[src/logic/tdcr_cfg.svh]
`ifndef TDCR_CFG_SVH
`define TDCR_CFG_SVH

`define TDCR_ADDR_ACQ       8'h01
`define TDCR_ADDR_LA        8'h03
`define TDCR_ADDR_BWC       8'h05
`define TDCR_ADDR_BCLS      8'h07
`define TDCR_ADDR_BPTR      8'h10
`define TDCR_ADDR_TCC       8'h12
`define TDCR_ACQ_RST        32'h0000_0000
`define TDCR_ACQ_WMASK      32'hef9f_00ff
`define TDCR_LA_RST         16'h0000
`define TDCR_BWC_RST        11'h000
`define TDCR_BCLS_RST       4'h0
`define TDCR_BPTR_RST       16'h0700
`define TDCR_TCC_RST        16'h0000
`define TDCR_CLK_NS         8
`define TDCR_TW0_NS         125
`define TDCR_TW1_NS         250
`define TDCR_TW2_NS         1000
`define TDCR_TW3_NS         2000
`define TDCR_TO_BASE_NS     64
`define TDCR_TO_MAX_SHIFT   4'h9
`define TDCR_FCW_STEP_NS    128
`define TDCR_CYC_UP(ns)     (((ns) + `TDCR_CLK_NS - 1) / `TDCR_CLK_NS)
`endif

[src/logic/tdcr_pkg.sv]
package tdcr_pkg;

  typedef struct packed {
    logic       start_mode;
    logic       rise_en;
    logic       fall_en;
    logic       rsv28;
    logic [3:0] clear_win;
    logic       tester_en;
    logic [1:0] rsv22;
    logic       sparse_en;
    logic [1:0] test_width;
    logic [1:0] burst;
    logic [7:0] rsv8;
    logic [3:0] timeout;
    logic       clr_tr0;
    logic       fcw_tr5;
    logic       com_bp;
    logic       busy_tr7;
  } tdcr_acq_t;

  typedef struct packed {
    logic [7:0] rd;
    logic [7:0] wr;
  } tdcr_bptr_t;

  typedef struct packed {
    logic [11:0] full_scale;
    logic [3:0]  lifo_depth;
  } tdcr_tcc_t;

  typedef struct packed {
    logic front_com;
    logic tr6;
    logic tr3;
    logic front_clr;
    logic tr0;
    logic tr5;
  } tdcr_pins_t;

  typedef enum logic [1:0] {ST_IDLE, ST_ACCEPT, ST_WINDOW} tdcr_state_t;

endpackage

[src/logic/tdcr_regs.sv]
`timescale 1ns/1ns
`include "tdcr_cfg.svh"
module tdcr_regs
  import tdcr_pkg::*;
#(
  parameter int WC_W = 11
)
(
  input  wire logic              mclk,
  input  wire logic              reset,
  input  wire logic              ce,
  input  wire logic              master_reset,
  input  wire logic              mem_test_mode,
  input  wire logic              simple_sparse_sel,
  input  wire logic              test_cycle,
  input  wire logic              internal_com,
  input  wire logic              fast_clear_cmd,
  input  wire logic              advance_event,
  input  wire logic              block_word_xfer,
  input  wire logic [WC_W-1:0]   next_word_count,
  input  wire tdcr_pins_t        pins_in,
  input  wire logic [7:0]        reg_addr,
  input  wire logic              reg_wr,
  input  wire logic              reg_rd,
  input  wire logic [31:0]       reg_wdata,
  output logic      [31:0]       reg_rdata,
  output logic                   reg_ack,
  output logic                   start_mode,
  output logic                   rise_edge_en,
  output logic                   fall_edge_en,
  output logic                   sparse_en,
  output logic                   sparse_simple,
  output logic                   hit_accept,
  output logic                   tester_pulse,
  output logic                   event_clear,
  output logic                   event_commit,
  output logic                   buffering_busy_signal,
  output logic                   tr7_out,
  output logic                   tr7_oe,
  output logic      [15:0]       logical_address,
  output logic      [3:0]        broadcast_class_select,
  output logic      [2:0]        read_buf,
  output logic      [2:0]        next_read_buf,
  output logic      [2:0]        write_buf,
  output logic                   buf_empty,
  output logic                   buf_full,
  output logic      [WC_W-1:0]   block_words,
  output logic      [11:0]       full_scale,
  output logic      [3:0]        lifo_depth
);

  localparam int TO_BASE_CYC  = `TDCR_CYC_UP(`TDCR_TO_BASE_NS);
  localparam int FCW_STEP_CYC = `TDCR_CYC_UP(`TDCR_FCW_STEP_NS);
  tdcr_acq_t          acq_q;
  tdcr_bptr_t         bptr_q;
  tdcr_tcc_t          tcc_q;
  logic [15:0]        la_q;
  logic [WC_W-1:0]    bwc_q;
  logic [3:0]         bcls_q;
  tdcr_pins_t         s1_q, s2_q, s3_q, lvl_q, lvl_d, rise_v;
  tdcr_state_t        st_q;
  logic [12:0]        cnt_q;
  logic               clr_q, commit_q;
  logic               ts_act_q, ts_high_q;
  logic [7:0]         ts_cnt_q;
  logic [3:0]         ts_left_q;
  // register port decode
  wire hit_acq  = reg_addr == `TDCR_ADDR_ACQ;
  wire hit_la   = reg_addr == `TDCR_ADDR_LA;
  wire hit_bwc  = reg_addr == `TDCR_ADDR_BWC;
  wire hit_bcls = reg_addr == `TDCR_ADDR_BCLS;
  wire hit_bptr = reg_addr == `TDCR_ADDR_BPTR;
  wire hit_tcc  = reg_addr == `TDCR_ADDR_TCC;
  wire wr_bwc   = reg_wr & hit_bwc & mem_test_mode;
  wire wr_bptr  = reg_wr & hit_bptr;
  wire [31:0] rd_val =
    hit_acq  ? acq_q :
    hit_la   ? {la_q, 16'h0000} :
    (hit_bwc & mem_test_mode) ? {{(32-WC_W){1'b0}}, bwc_q} :
    hit_bcls ? {28'h0000000, bcls_q} :
    hit_bptr ? {16'h0000, bptr_q} :
    hit_tcc  ? {16'h0000, tcc_q} :
    32'h0000_0000;
  // pin filter: a level changes once stages two and three agree
  assign lvl_d  = ((s2_q ~^ s3_q) & s3_q) | ((s2_q ^ s3_q) & lvl_q);
  assign rise_v = lvl_d & ~lvl_q;
  wire com_pin = acq_q.com_bp ? (acq_q.start_mode ? rise_v.tr3 : rise_v.tr6)
                              : rise_v.front_com;
  wire com_evt = internal_com | com_pin;
  wire clear_window_input = acq_q.fcw_tr5 & lvl_q.tr5;
  wire clr_req = fast_clear_cmd | rise_v.front_clr | (acq_q.clr_tr0 & rise_v.tr0);
  // timeout doubles per code step from the base, saturating at code 9
  wire [3:0]  to_sh   = (acq_q.timeout > `TDCR_TO_MAX_SHIFT) ? `TDCR_TO_MAX_SHIFT : acq_q.timeout;
  wire [12:0] to_cyc  = 13'(TO_BASE_CYC) << to_sh;
  wire [12:0] fcw_cyc = 13'(({1'b0, acq_q.clear_win} + 5'h01) * FCW_STEP_CYC);
  wire [7:0] tw_cyc =
    (acq_q.test_width == 2'h0) ? 8'(`TDCR_CYC_UP(`TDCR_TW0_NS)) :
    (acq_q.test_width == 2'h1) ? 8'(`TDCR_CYC_UP(`TDCR_TW1_NS)) :
    (acq_q.test_width == 2'h2) ? 8'(`TDCR_CYC_UP(`TDCR_TW2_NS)) :
                                 8'(`TDCR_CYC_UP(`TDCR_TW3_NS));
  wire [3:0] ts_pulses = 4'h1 << acq_q.burst;
  wire [2:0] rd3 = bptr_q.rd[2:0];
  wire [2:0] wr3 = bptr_q.wr[2:0];
  assign buf_empty = (rd3 + 3'h1) == wr3;
  assign buf_full  = rd3 == wr3;

  always_ff @(posedge mclk)
  begin
    if (reset)
    begin
      s1_q  <= '0;
      s2_q  <= '0;
      s3_q  <= '0;
      lvl_q <= '0;
    end
    else if (ce)
    begin
      s1_q  <= pins_in;
      s2_q  <= s1_q;
      s3_q  <= s2_q;
      lvl_q <= lvl_d;
    end
  end

  always_ff @(posedge mclk)
  begin
    if (reset)
    begin
      reg_rdata <= 32'h0000_0000;
      reg_ack   <= 1'b0;
    end
    else if (ce)
    begin
      reg_ack   <= reg_wr | reg_rd;
      reg_rdata <= reg_rd ? rd_val : 32'h0000_0000;
    end
  end

  // configuration registers; logical address and classes also clear on master reset
  always_ff @(posedge mclk)
  begin
    if (reset | (ce & master_reset))
    begin
      acq_q  <= `TDCR_ACQ_RST;
      la_q   <= `TDCR_LA_RST;
      bcls_q <= `TDCR_BCLS_RST;
      tcc_q  <= `TDCR_TCC_RST;
    end
    else if (ce & reg_wr)
    begin
      if (hit_acq)
        acq_q <= reg_wdata & `TDCR_ACQ_WMASK;
      if (hit_la)
        la_q <= reg_wdata[31:16];
      if (hit_bcls)
        bcls_q <= reg_wdata[3:0];
      if (hit_tcc)
        tcc_q <= reg_wdata[15:0];
    end
  end

  // word counter and buffer pointers; a register write wins over hardware
  always_ff @(posedge mclk)
  begin
    if (reset | (ce & master_reset))
    begin
      bwc_q  <= `TDCR_BWC_RST;
      bptr_q <= `TDCR_BPTR_RST;
    end
    else if (ce)
    begin
      if (wr_bwc)
        bwc_q <= reg_wdata[WC_W-1:0];
      else if (advance_event)
        bwc_q <= next_word_count;
      else if (block_word_xfer && bwc_q != '0)
        bwc_q <= bwc_q - 1'b1;
      if (wr_bptr)
        bptr_q <= reg_wdata[15:0];
      else
      begin
        if (advance_event)
          bptr_q.rd <= {5'h00, rd3 + 3'h1};
        if (commit_q)
          bptr_q.wr <= {5'h00, wr3 + 3'h1};
      end
    end
  end

  // acquisition and clear window sequencer
  always_ff @(posedge mclk)
  begin
    if (reset)
    begin
      st_q     <= ST_IDLE;
      cnt_q    <= '0;
      clr_q    <= 1'b0;
      commit_q <= 1'b0;
    end
    else if (ce)
    begin
      clr_q    <= 1'b0;
      commit_q <= 1'b0;
      case (st_q)
        ST_IDLE:
          if (com_evt && !buf_full)
          begin
            st_q  <= acq_q.start_mode ? ST_ACCEPT : ST_WINDOW;
            cnt_q <= (acq_q.start_mode ? to_cyc : fcw_cyc) - 13'h0001;
          end
        ST_ACCEPT:
          if (clr_req && clear_window_input)
          begin
            clr_q <= 1'b1;
            st_q  <= ST_IDLE;
          end
          else if (cnt_q == '0)
          begin
            st_q  <= ST_WINDOW;
            cnt_q <= fcw_cyc - 13'h0001;
          end
          else
            cnt_q <= cnt_q - 13'h0001;
        ST_WINDOW:
          if (clr_req)
          begin
            clr_q <= 1'b1;
            st_q  <= ST_IDLE;
          end
          else if (cnt_q == '0 && !clear_window_input)
          begin
            commit_q <= 1'b1;
            st_q     <= ST_IDLE;
          end
          else if (cnt_q != '0)
            cnt_q <= cnt_q - 13'h0001;
        default:
          st_q <= ST_IDLE;
      endcase
    end
  end

  // internal tester: burst of pulses, low time equal to high time
  always_ff @(posedge mclk)
  begin
    if (reset)
    begin
      ts_act_q  <= 1'b0;
      ts_high_q <= 1'b0;
      ts_cnt_q  <= '0;
      ts_left_q <= '0;
    end
    else if (ce)
    begin
      if (!ts_act_q)
      begin
        if (test_cycle && acq_q.tester_en)
        begin
          ts_act_q  <= 1'b1;
          ts_high_q <= 1'b1;
          ts_cnt_q  <= tw_cyc - 8'h01;
          ts_left_q <= ts_pulses - 4'h1;
        end
      end
      else if (ts_cnt_q != '0)
        ts_cnt_q <= ts_cnt_q - 8'h01;
      else if (ts_high_q)
      begin
        ts_high_q <= 1'b0;
        ts_cnt_q  <= tw_cyc - 8'h01;
        if (ts_left_q == '0)
          ts_act_q <= 1'b0;
      end
      else
      begin
        ts_high_q <= 1'b1;
        ts_cnt_q  <= tw_cyc - 8'h01;
        ts_left_q <= ts_left_q - 4'h1;
      end
    end
  end

  assign start_mode             = acq_q.start_mode;
  assign rise_edge_en           = acq_q.rise_en;
  assign fall_edge_en           = acq_q.fall_en;
  assign sparse_en              = acq_q.sparse_en;
  assign sparse_simple          = acq_q.sparse_en & simple_sparse_sel;
  assign hit_accept             = acq_q.start_mode ? (st_q == ST_ACCEPT)
                                                   : (st_q == ST_IDLE) & !buf_full;
  assign tester_pulse           = ts_high_q;
  assign event_clear            = clr_q;
  assign event_commit           = commit_q;
  assign buffering_busy_signal  = (st_q != ST_IDLE) | buf_full;
  assign tr7_out                = buffering_busy_signal;
  assign tr7_oe                 = acq_q.busy_tr7;
  assign logical_address        = la_q;
  assign broadcast_class_select = bcls_q;
  assign read_buf               = rd3;
  assign next_read_buf          = rd3 + 3'h1;
  assign write_buf              = wr3;
  assign block_words            = bwc_q;
  assign full_scale             = tcc_q.full_scale;
  assign lifo_depth             = tcc_q.lifo_depth;
endmodule

[config.mk]
export PLATFORM = sky130hd
export DESIGN_NAME = tdcr_regs
export DESIGN_NICKNAME = d
export VERILOG_FILES = /design/src/logic/tdcr_pkg.sv /design/src/logic/tdcr_regs.sv
export VERILOG_INCLUDE_DIRS = /design/src /design/src/logic
export SDC_FILE = /design/constraint.sdc
export NUM_CORES = 1
export LEC_CHECK = 0
export ABC_AREA = 1
export BUFFER_PORTS_ARGS = -buffer_cell sky130_fd_sc_hd__buf_2
export CAP_MARGIN = 20
export CORE_MARGIN = 10
export CORE_UTILIZATION = 30
export CTS_CLUSTER_SIZE = 28
export DETAILED_ROUTE_END_ITERATION = 16
export HOLD_SLACK_MARGIN = 0.12
export PLACE_DENSITY_LB_ADDON = 0.1
export SKIP_LAST_GASP = 1
export SLEW_MARGIN = 10
export SYNTH_ARGS = -nofsm -noshare
export SYNTH_HDL_FRONTEND = slang
export SYNTH_SLANG_ARGS = --single-unit
[constraint.sdc]
create_clock -name mclk -period 2.9 [get_ports mclk]
set_input_delay 0.58 -clock mclk [delete_from_list [all_inputs] [get_ports mclk]]
set_output_delay 0.58 -clock mclk [all_outputs]
set_load 0.02 [all_outputs]
## After elaboration in Yosys (flattened, before gate mapping)

Cells that the tools add are included.

| storage, ports and cells | value |
|---|---|
| output and inout bits | 103 |
| bits in registers | 172 |

| cells by class | value |
|---|---|
| reductions and logical operators | 32 |
| add/subtract/negate cells | 11 |
| muxes and demuxes | 57 |
| $lt $le $gt $ge | 1 |
| bitwise logic cells | 23 |
| shifts and indexed selects | 2 |
| equality and inequality tests | 21 |

Operator list:

| kind | count |
|---|---|
| 32-bit 2-to-1 mux | 3 |
| 13-bit 2-to-1 mux | 7 |
| 16-bit 2-to-1 mux | 5 |
| 8-bit 2-to-1 mux | 8 |
| 13-bit one-hot mux with 3 select lines | 1 |
| 11-bit 2-to-1 mux | 3 |
| 13-bit by 1-bit subtractor with 13-bit output, second input constant | 2 |
| 4-bit 2-to-1 mux | 5 |
| 6-bit AND | 3 |
| 1-bit 2-to-1 mux | 17 |
| 8-bit by 3-bit equality test with 1-bit output, second input constant | 2 |
| 8-bit by 5-bit equality test with 1-bit output, second input constant | 2 |
| 2-bit AND reduction | 8 |
| 8-bit by 1-bit subtractor with 8-bit output, second input constant | 2 |
| 2-bit != test, second input constant | 7 |
| 13-bit logical NOT | 1 |
| 13-bit nonzero test | 1 |
| 4-bit by 4-bit left shift with 13-bit output, first input constant | 1 |
| 2-bit 2-to-1 mux | 6 |
| 11-bit nonzero test | 1 |
| 11-bit by 1-bit subtractor with 11-bit output, second input constant | 1 |
| 1-bit AND | 10 |
| 9-bit by 1-bit subtractor with 10-bit output, second input constant | 1 |
| 8-bit by 1-bit equality test with 1-bit output, second input constant | 1 |
| other kinds (27) | 49 |

## Logic depth before layout (Yosys ltp)

| depth | value |
|---|---|
| word-level depth | 10 |
| mapped depth | 15 |

## Least setup slack after synthesis

OpenSTA, ideal clock, no wires.

| path | value |
|---|---|
| path type | flip-flop to output port |
| start point | register bptr_q, in the netlist read_buf[0] |
| end point | output buf_empty |
| slack | 735 ps |
| stages on the path, launching flop included | 5 |
| data arrival time | 1585 ps |
| data required time | 2320 ps |
| buffers on the path | 0 |
| cell sequence | dfxtp_1 -> ha_1 -> inv_1 -> nor2_1 -> nor4_1 |

| on the way | value |
|---|---|
| word-level cells in the longest chain between the ends | 2 |

Ends and longest elaborated chain:

| element | line | source |
|---|---|---|
| from (decl) | tdcr_regs.sv:55 | `tdcr_bptr_t bptr_q;` |
| from (signal assigned) | tdcr_regs.sv:168 | `` bptr_q <= `TDCR_BPTR_RST; `` |
| from (signal assigned) | tdcr_regs.sv:179 | `bptr_q <= reg_wdata[15:0];` |
| 3-bit by 1-bit adder with 3-bit output | n/a |  |
| via next_read_buf[1] | tdcr_regs.sv:43 | `output logic [2:0] next_read_buf,` |
| 3-bit equality test | tdcr_regs.sv:104 | `assign buf_empty = (rd3 + 3'h1) == wr3;` |
| to (decl) | tdcr_regs.sv:45 | `output logic buf_empty,` |

The timed path passes the listed nets, and every way through them passes these cells.

## Worst setup path after layout

| path | value |
|---|---|
| start point | register bptr_q, in the netlist write_buf[2] |
| end point | output hit_accept |

| on the way | value |
|---|---|
| word-level cells in the longest chain between the ends | 4 |

Ends and longest elaborated chain:

| element | line | source |
|---|---|---|
| 3-bit equality test | tdcr_regs.sv:105 | `assign buf_full = rd3 == wr3;` |
| 1-bit logical NOT | tdcr_regs.sv:289 | `: (st_q == ST_IDLE) & !buf_full;` |
| 1-bit AND | tdcr_regs.sv:289 |  |
| 1-bit 2-to-1 mux | tdcr_regs.sv:288 | `assign hit_accept = acq_q.start_mode ? (st_q == ST_ACCEPT)` |
| to (decl) | tdcr_regs.sv:33 | `output logic hit_accept,` |

Every way passes these cells.

==> out/summary.txt <==
outcome = completed
worst setup slack for register-to-register paths = 0.82 ns
Worst Path Buf+Inv = 2
P&R area growth vs syn = 20.5%
Slowest Stage Delay on Critical Path = 0.50 ns
critical path, cell by cell = xnor2_1 > nand3_1 > inv_1 > o22ai_1 > buf_2
total wire length after detailed routing = 33200 um
reg-to-reg critical path startpoint = start_mode$_SDFFE_PP0P_
cts bufs inserted = 17
critical setup path kind = flip-flop to primary output
Seq/Total Area, Yosys = 39.0%
# Max-Cap Violations = 0
highest ir drop seen on vdd = 0.000379 V
count of nets after finishing = 1522
leakage dissipation = 4.63 nW
total of cells resized after clock tree synthesis = 0
via count of the first global-routing pass = 8868
via count = 8937
Setup crit end = hit_accept
power density normalized to cell area = 525 nW/um^2
worst endpoint data arrival time = 1.92 ns
setup violators final = 0
count of pins on the block boundary = 173
period utilisation layout = 86.1%
Clk pin slew, worst setup/hold paths = 0.09 ns
fill cell total of the finished layout = 3181
top area cells in the synthesized netlist = dfxtp_1, nand2_1, a21oi_1
clock root buffer = clkbuf_16
number of optimization iterations in the first detailed-route pass = 5
fraction of layout cells with a size suffix above 1 = 18.4%
maximum clock insertion buffer count = 2
setup repair after global routing missed its margin = no
worst setup slack after placement = 0.525 ns
Max FO, Critical Path = 5
Hold Vio Cnt, Final = 0
cts-stage hold buffer count = 0
post-synth net total = 1371
pin count of the biggest net entering global routing = 59
global-route congestion overflow total = 0
input/output buffers = 172
number of cells traversed by the worst register-to-register path = 12
clock latency at the later pin of the worst-skew pair = 0.45 ns
worst-margin pin slew = 0.738 ns
Setup Buffers After CTS = 0
warnings from Yosys = 0
Setup crit start = write_buf[2]$_SDFFE_PP0P_
initial antenna violation count = 0
crit path max-delay cell type = dfxtp_1
type of element launching the critical path = flip-flop
max-slew violation count = 0
Wirelength per Cell = 18.1 um
H-tree lvl count = 4
drt first-iter violations = 498
Total Power Consumption = 5.59 mW
Final Skew = 0.0237 ns
Seq cells post-synth = 172
Die W = 192 um
number of cells on the critical path = 5
post-route antenna net violation count = 0
Site Rows = 62
total DRC errors in the routed layout = 0
placer's final routability congestion estimate = 0.881
reg-to-reg endpoint = cnt_q[11]$_SDFFE_PP0P_
Die Height = 192 um
# clock sinks = 172
initial standard-cell utilization of the core = 30.6%
Post-Route Setup TNS = 0 ns
post-synthesis async set-or-reset flop share = 0%
critical path's top delay family = flip-flops
count of cell types in the netlist = 52
relative slew slack = 50.8%
netlist area before placement = 8830 sq um
min-delay worst type = primary input to flip-flop
time the final worst path needs with I/O delays and setup = 2.50 ns
first-pass GRT wire length = 51500 um
die area = 36700 sq um
Setup WS post-layout = 0.402 ns
Worst Hold Slack = 0.359 ns
area fraction of the dominant cell type after synthesis = 39.0%
number of vias per cell = 4.88
TritonCTS clock tree = yes
maximum clock frequency = 400 MHz
HPWL after detailed placement = 24900 um
area leader, netlist = dfxtp_1
most used flip-flop cell after synthesis = dfxtp_1
cells after synthesis = 1282
total core area = 28900 sq um
Crit. End Element = primary output
gr usage total = 18.0%
CP required = 2.32 ns
Post-synth EDFFs = 0
Synth Area per Inst = 6.89 sq um
layout make-up:
| cell class | count | area, sq um | share of cell area [%] |
|---|---|---|---|
| Timing Repair Buffer | 191 | 1000 | 9.42 |
| Tap cell | 384 | 480 | 4.51 |
| Clock inverter | 14 | 175 | 1.65 |
| Clock buffer | 18 | 429 | 4.03 |
| Sequential cell | 172 | 3440 | 32.3 |
| Multi-Input combinational cell | 909 | 4580 | 43.0 |
| Antenna cell | 1 | 2.50 | 0.0235 |
| Inverter | 142 | 538 | 5.05 |
through the flow:
stage | cells | cell area (sq um) | util (%)
2_1_floorplan | 1282 | 8830 | -
3_3_place_gp | 1798 | 10000 | 34.8
3_5_place_dp | 1798 | 10000 | 34.8
4_1_cts | 1830 | 10600 | 36.9
5_1_grt | 1830 | 10600 | 36.9
6_report | 1831 | 10600 | 36.9
cells in the mapped netlist (all sizes together) (2+ instances only):
cell and number:
a22oi 9, dfxtp 172, clkbuf 36, ha 19, a211oi 7, or2 4
o22ai 16, nor2 175, a21oi 131, xor2 16, nand3b 3, xnor2 10
inv 139, nand4 8, o221ai 4, nand3 63, o211ai 8, a32oi 2
buf 23, clkinv 3, a31oi 7, nor3 9, o21ai 163, nand2 245
placed cells by master, fill, tap and decap left out, types with 2 or more instances in the layout:
| cell type | netlist | routed |
|---|---|---|
| nand4_1 | 8 | 8 |
| o221ai_1 | 4 | 4 |
| nand2_4 | 2 | 2 |
| inv_6 | 0 | 4 |
| inv_1 | 120 | 120 |
| o211ai_1 | 8 | 8 |
| clkinv_8 | 0 | 6 |
| a22oi_1 | 9 | 9 |
| o22ai_1 | 16 | 16 |
| nor2_4 | 6 | 6 |
| clkbuf_16 | 0 | 17 |
| nor3_1 | 7 | 7 |
| nor2_1 | 165 | 165 |
| inv_4 | 2 | 2 |
| nand3b_1 | 3 | 3 |
| o21ai_2 | 2 | 2 |
| a21oi_1 | 131 | 130 |
| xor2_1 | 16 | 16 |
| nand2_2 | 2 | 2 |
| inv_2 | 17 | 17 |
| or2_1 | 2 | 2 |
| dfxtp_1 | 172 | 172 |
| inv_8 | 0 | 3 |
| a32oi_1 | 2 | 2 |
| a211oi_1 | 7 | 7 |
| nand3_1 | 61 | 61 |
| xnor2_1 | 10 | 10 |
| buf_2 | 9 | 172 |
| nor2_2 | 4 | 4 |
| o21ai_1 | 51 | 51 |
| nand2_1 | 240 | 240 |
| a31oi_1 | 7 | 7 |
| ha_1 | 19 | 19 |
| clkinv_1 | 3 | 3 |
| o21ai_0 | 110 | 110 |
| buf_4 | 9 | 19 |
where the power goes:
part | switching [mW] | internal, mW
sequential | 0.0585 | 2.42
clock | 1.19 | 1.17
combinational | 0.505 | 0.253
layer usage:
layer  track usage, %  share of wire (%)
met1             23.0                 45
met2             29.1                 46
met3             4.33                6.1
met4             5.83                2.3
met5                0                  0
registers in the layout, indices dropped and copies added, names as in the netlist, 6 cells and up:
name             cells
reg_rdata           32
full_scale          12
s3_q                 6
bptr_q              10
block_words         11
cnt_q               13
acq_q               16
ts_cnt_q             8
s2_q                 6
lvl_q                6
s1_q                 6
logical_address     16
worst register-to-register path, stage by stage, from the launching register on:
cell and delay, ns:
dfxtp_1 0.55, inv_1 0.28, nand2_1 0.14, nand2_1 0.06, inv_1 0.05, ha_1 0.15, nand3_1 0.13, nor2_1 0.18
nand3_1 0.11, o21ai_0 0.15, nor2_1 0.06, nor2_1 0.08, nor2_1 0.04
worst min-delay path by stage:
stage | cells after the start | slack [ns] | start | end
after floorplan | 2 | 0.44 | bptr_q[12]$_SDFFE_PP0P_ | bptr_q[12]$_SDFFE_PP0P_
after global placement | 2 | 0.45 | bptr_q[12]$_SDFFE_PP0P_ | bptr_q[12]$_SDFFE_PP0P_
after detailed placement | 2 | 0.45 | bptr_q[14]$_SDFFE_PP0P_ | bptr_q[14]$_SDFFE_PP0P_
after CTS | 3 | 0.34 | pins_in[2] | s1_q[2]$_SDFFE_PP0P_
after global routing | 3 | 0.37 | reg_wdata[28] | logical_address[12]$_SDFFE_PP0P_
final | 3 | 0.36 | pins_in[2] | s1_q[2]$_SDFFE_PP0P_
cell families after synthesis:
logic type,Yosys count,share of synthesized area (%)
DFF,172,39.0
xor gates and xnor gates,26,2.58
adders and majority gates,19,2.69
AOI/OAI and AO/OA,354,21.7
and+or+nand+nor,510,24.7
buffers and inverters,201,9.36
Note: power is estimated with default switching activity, not from simulation.
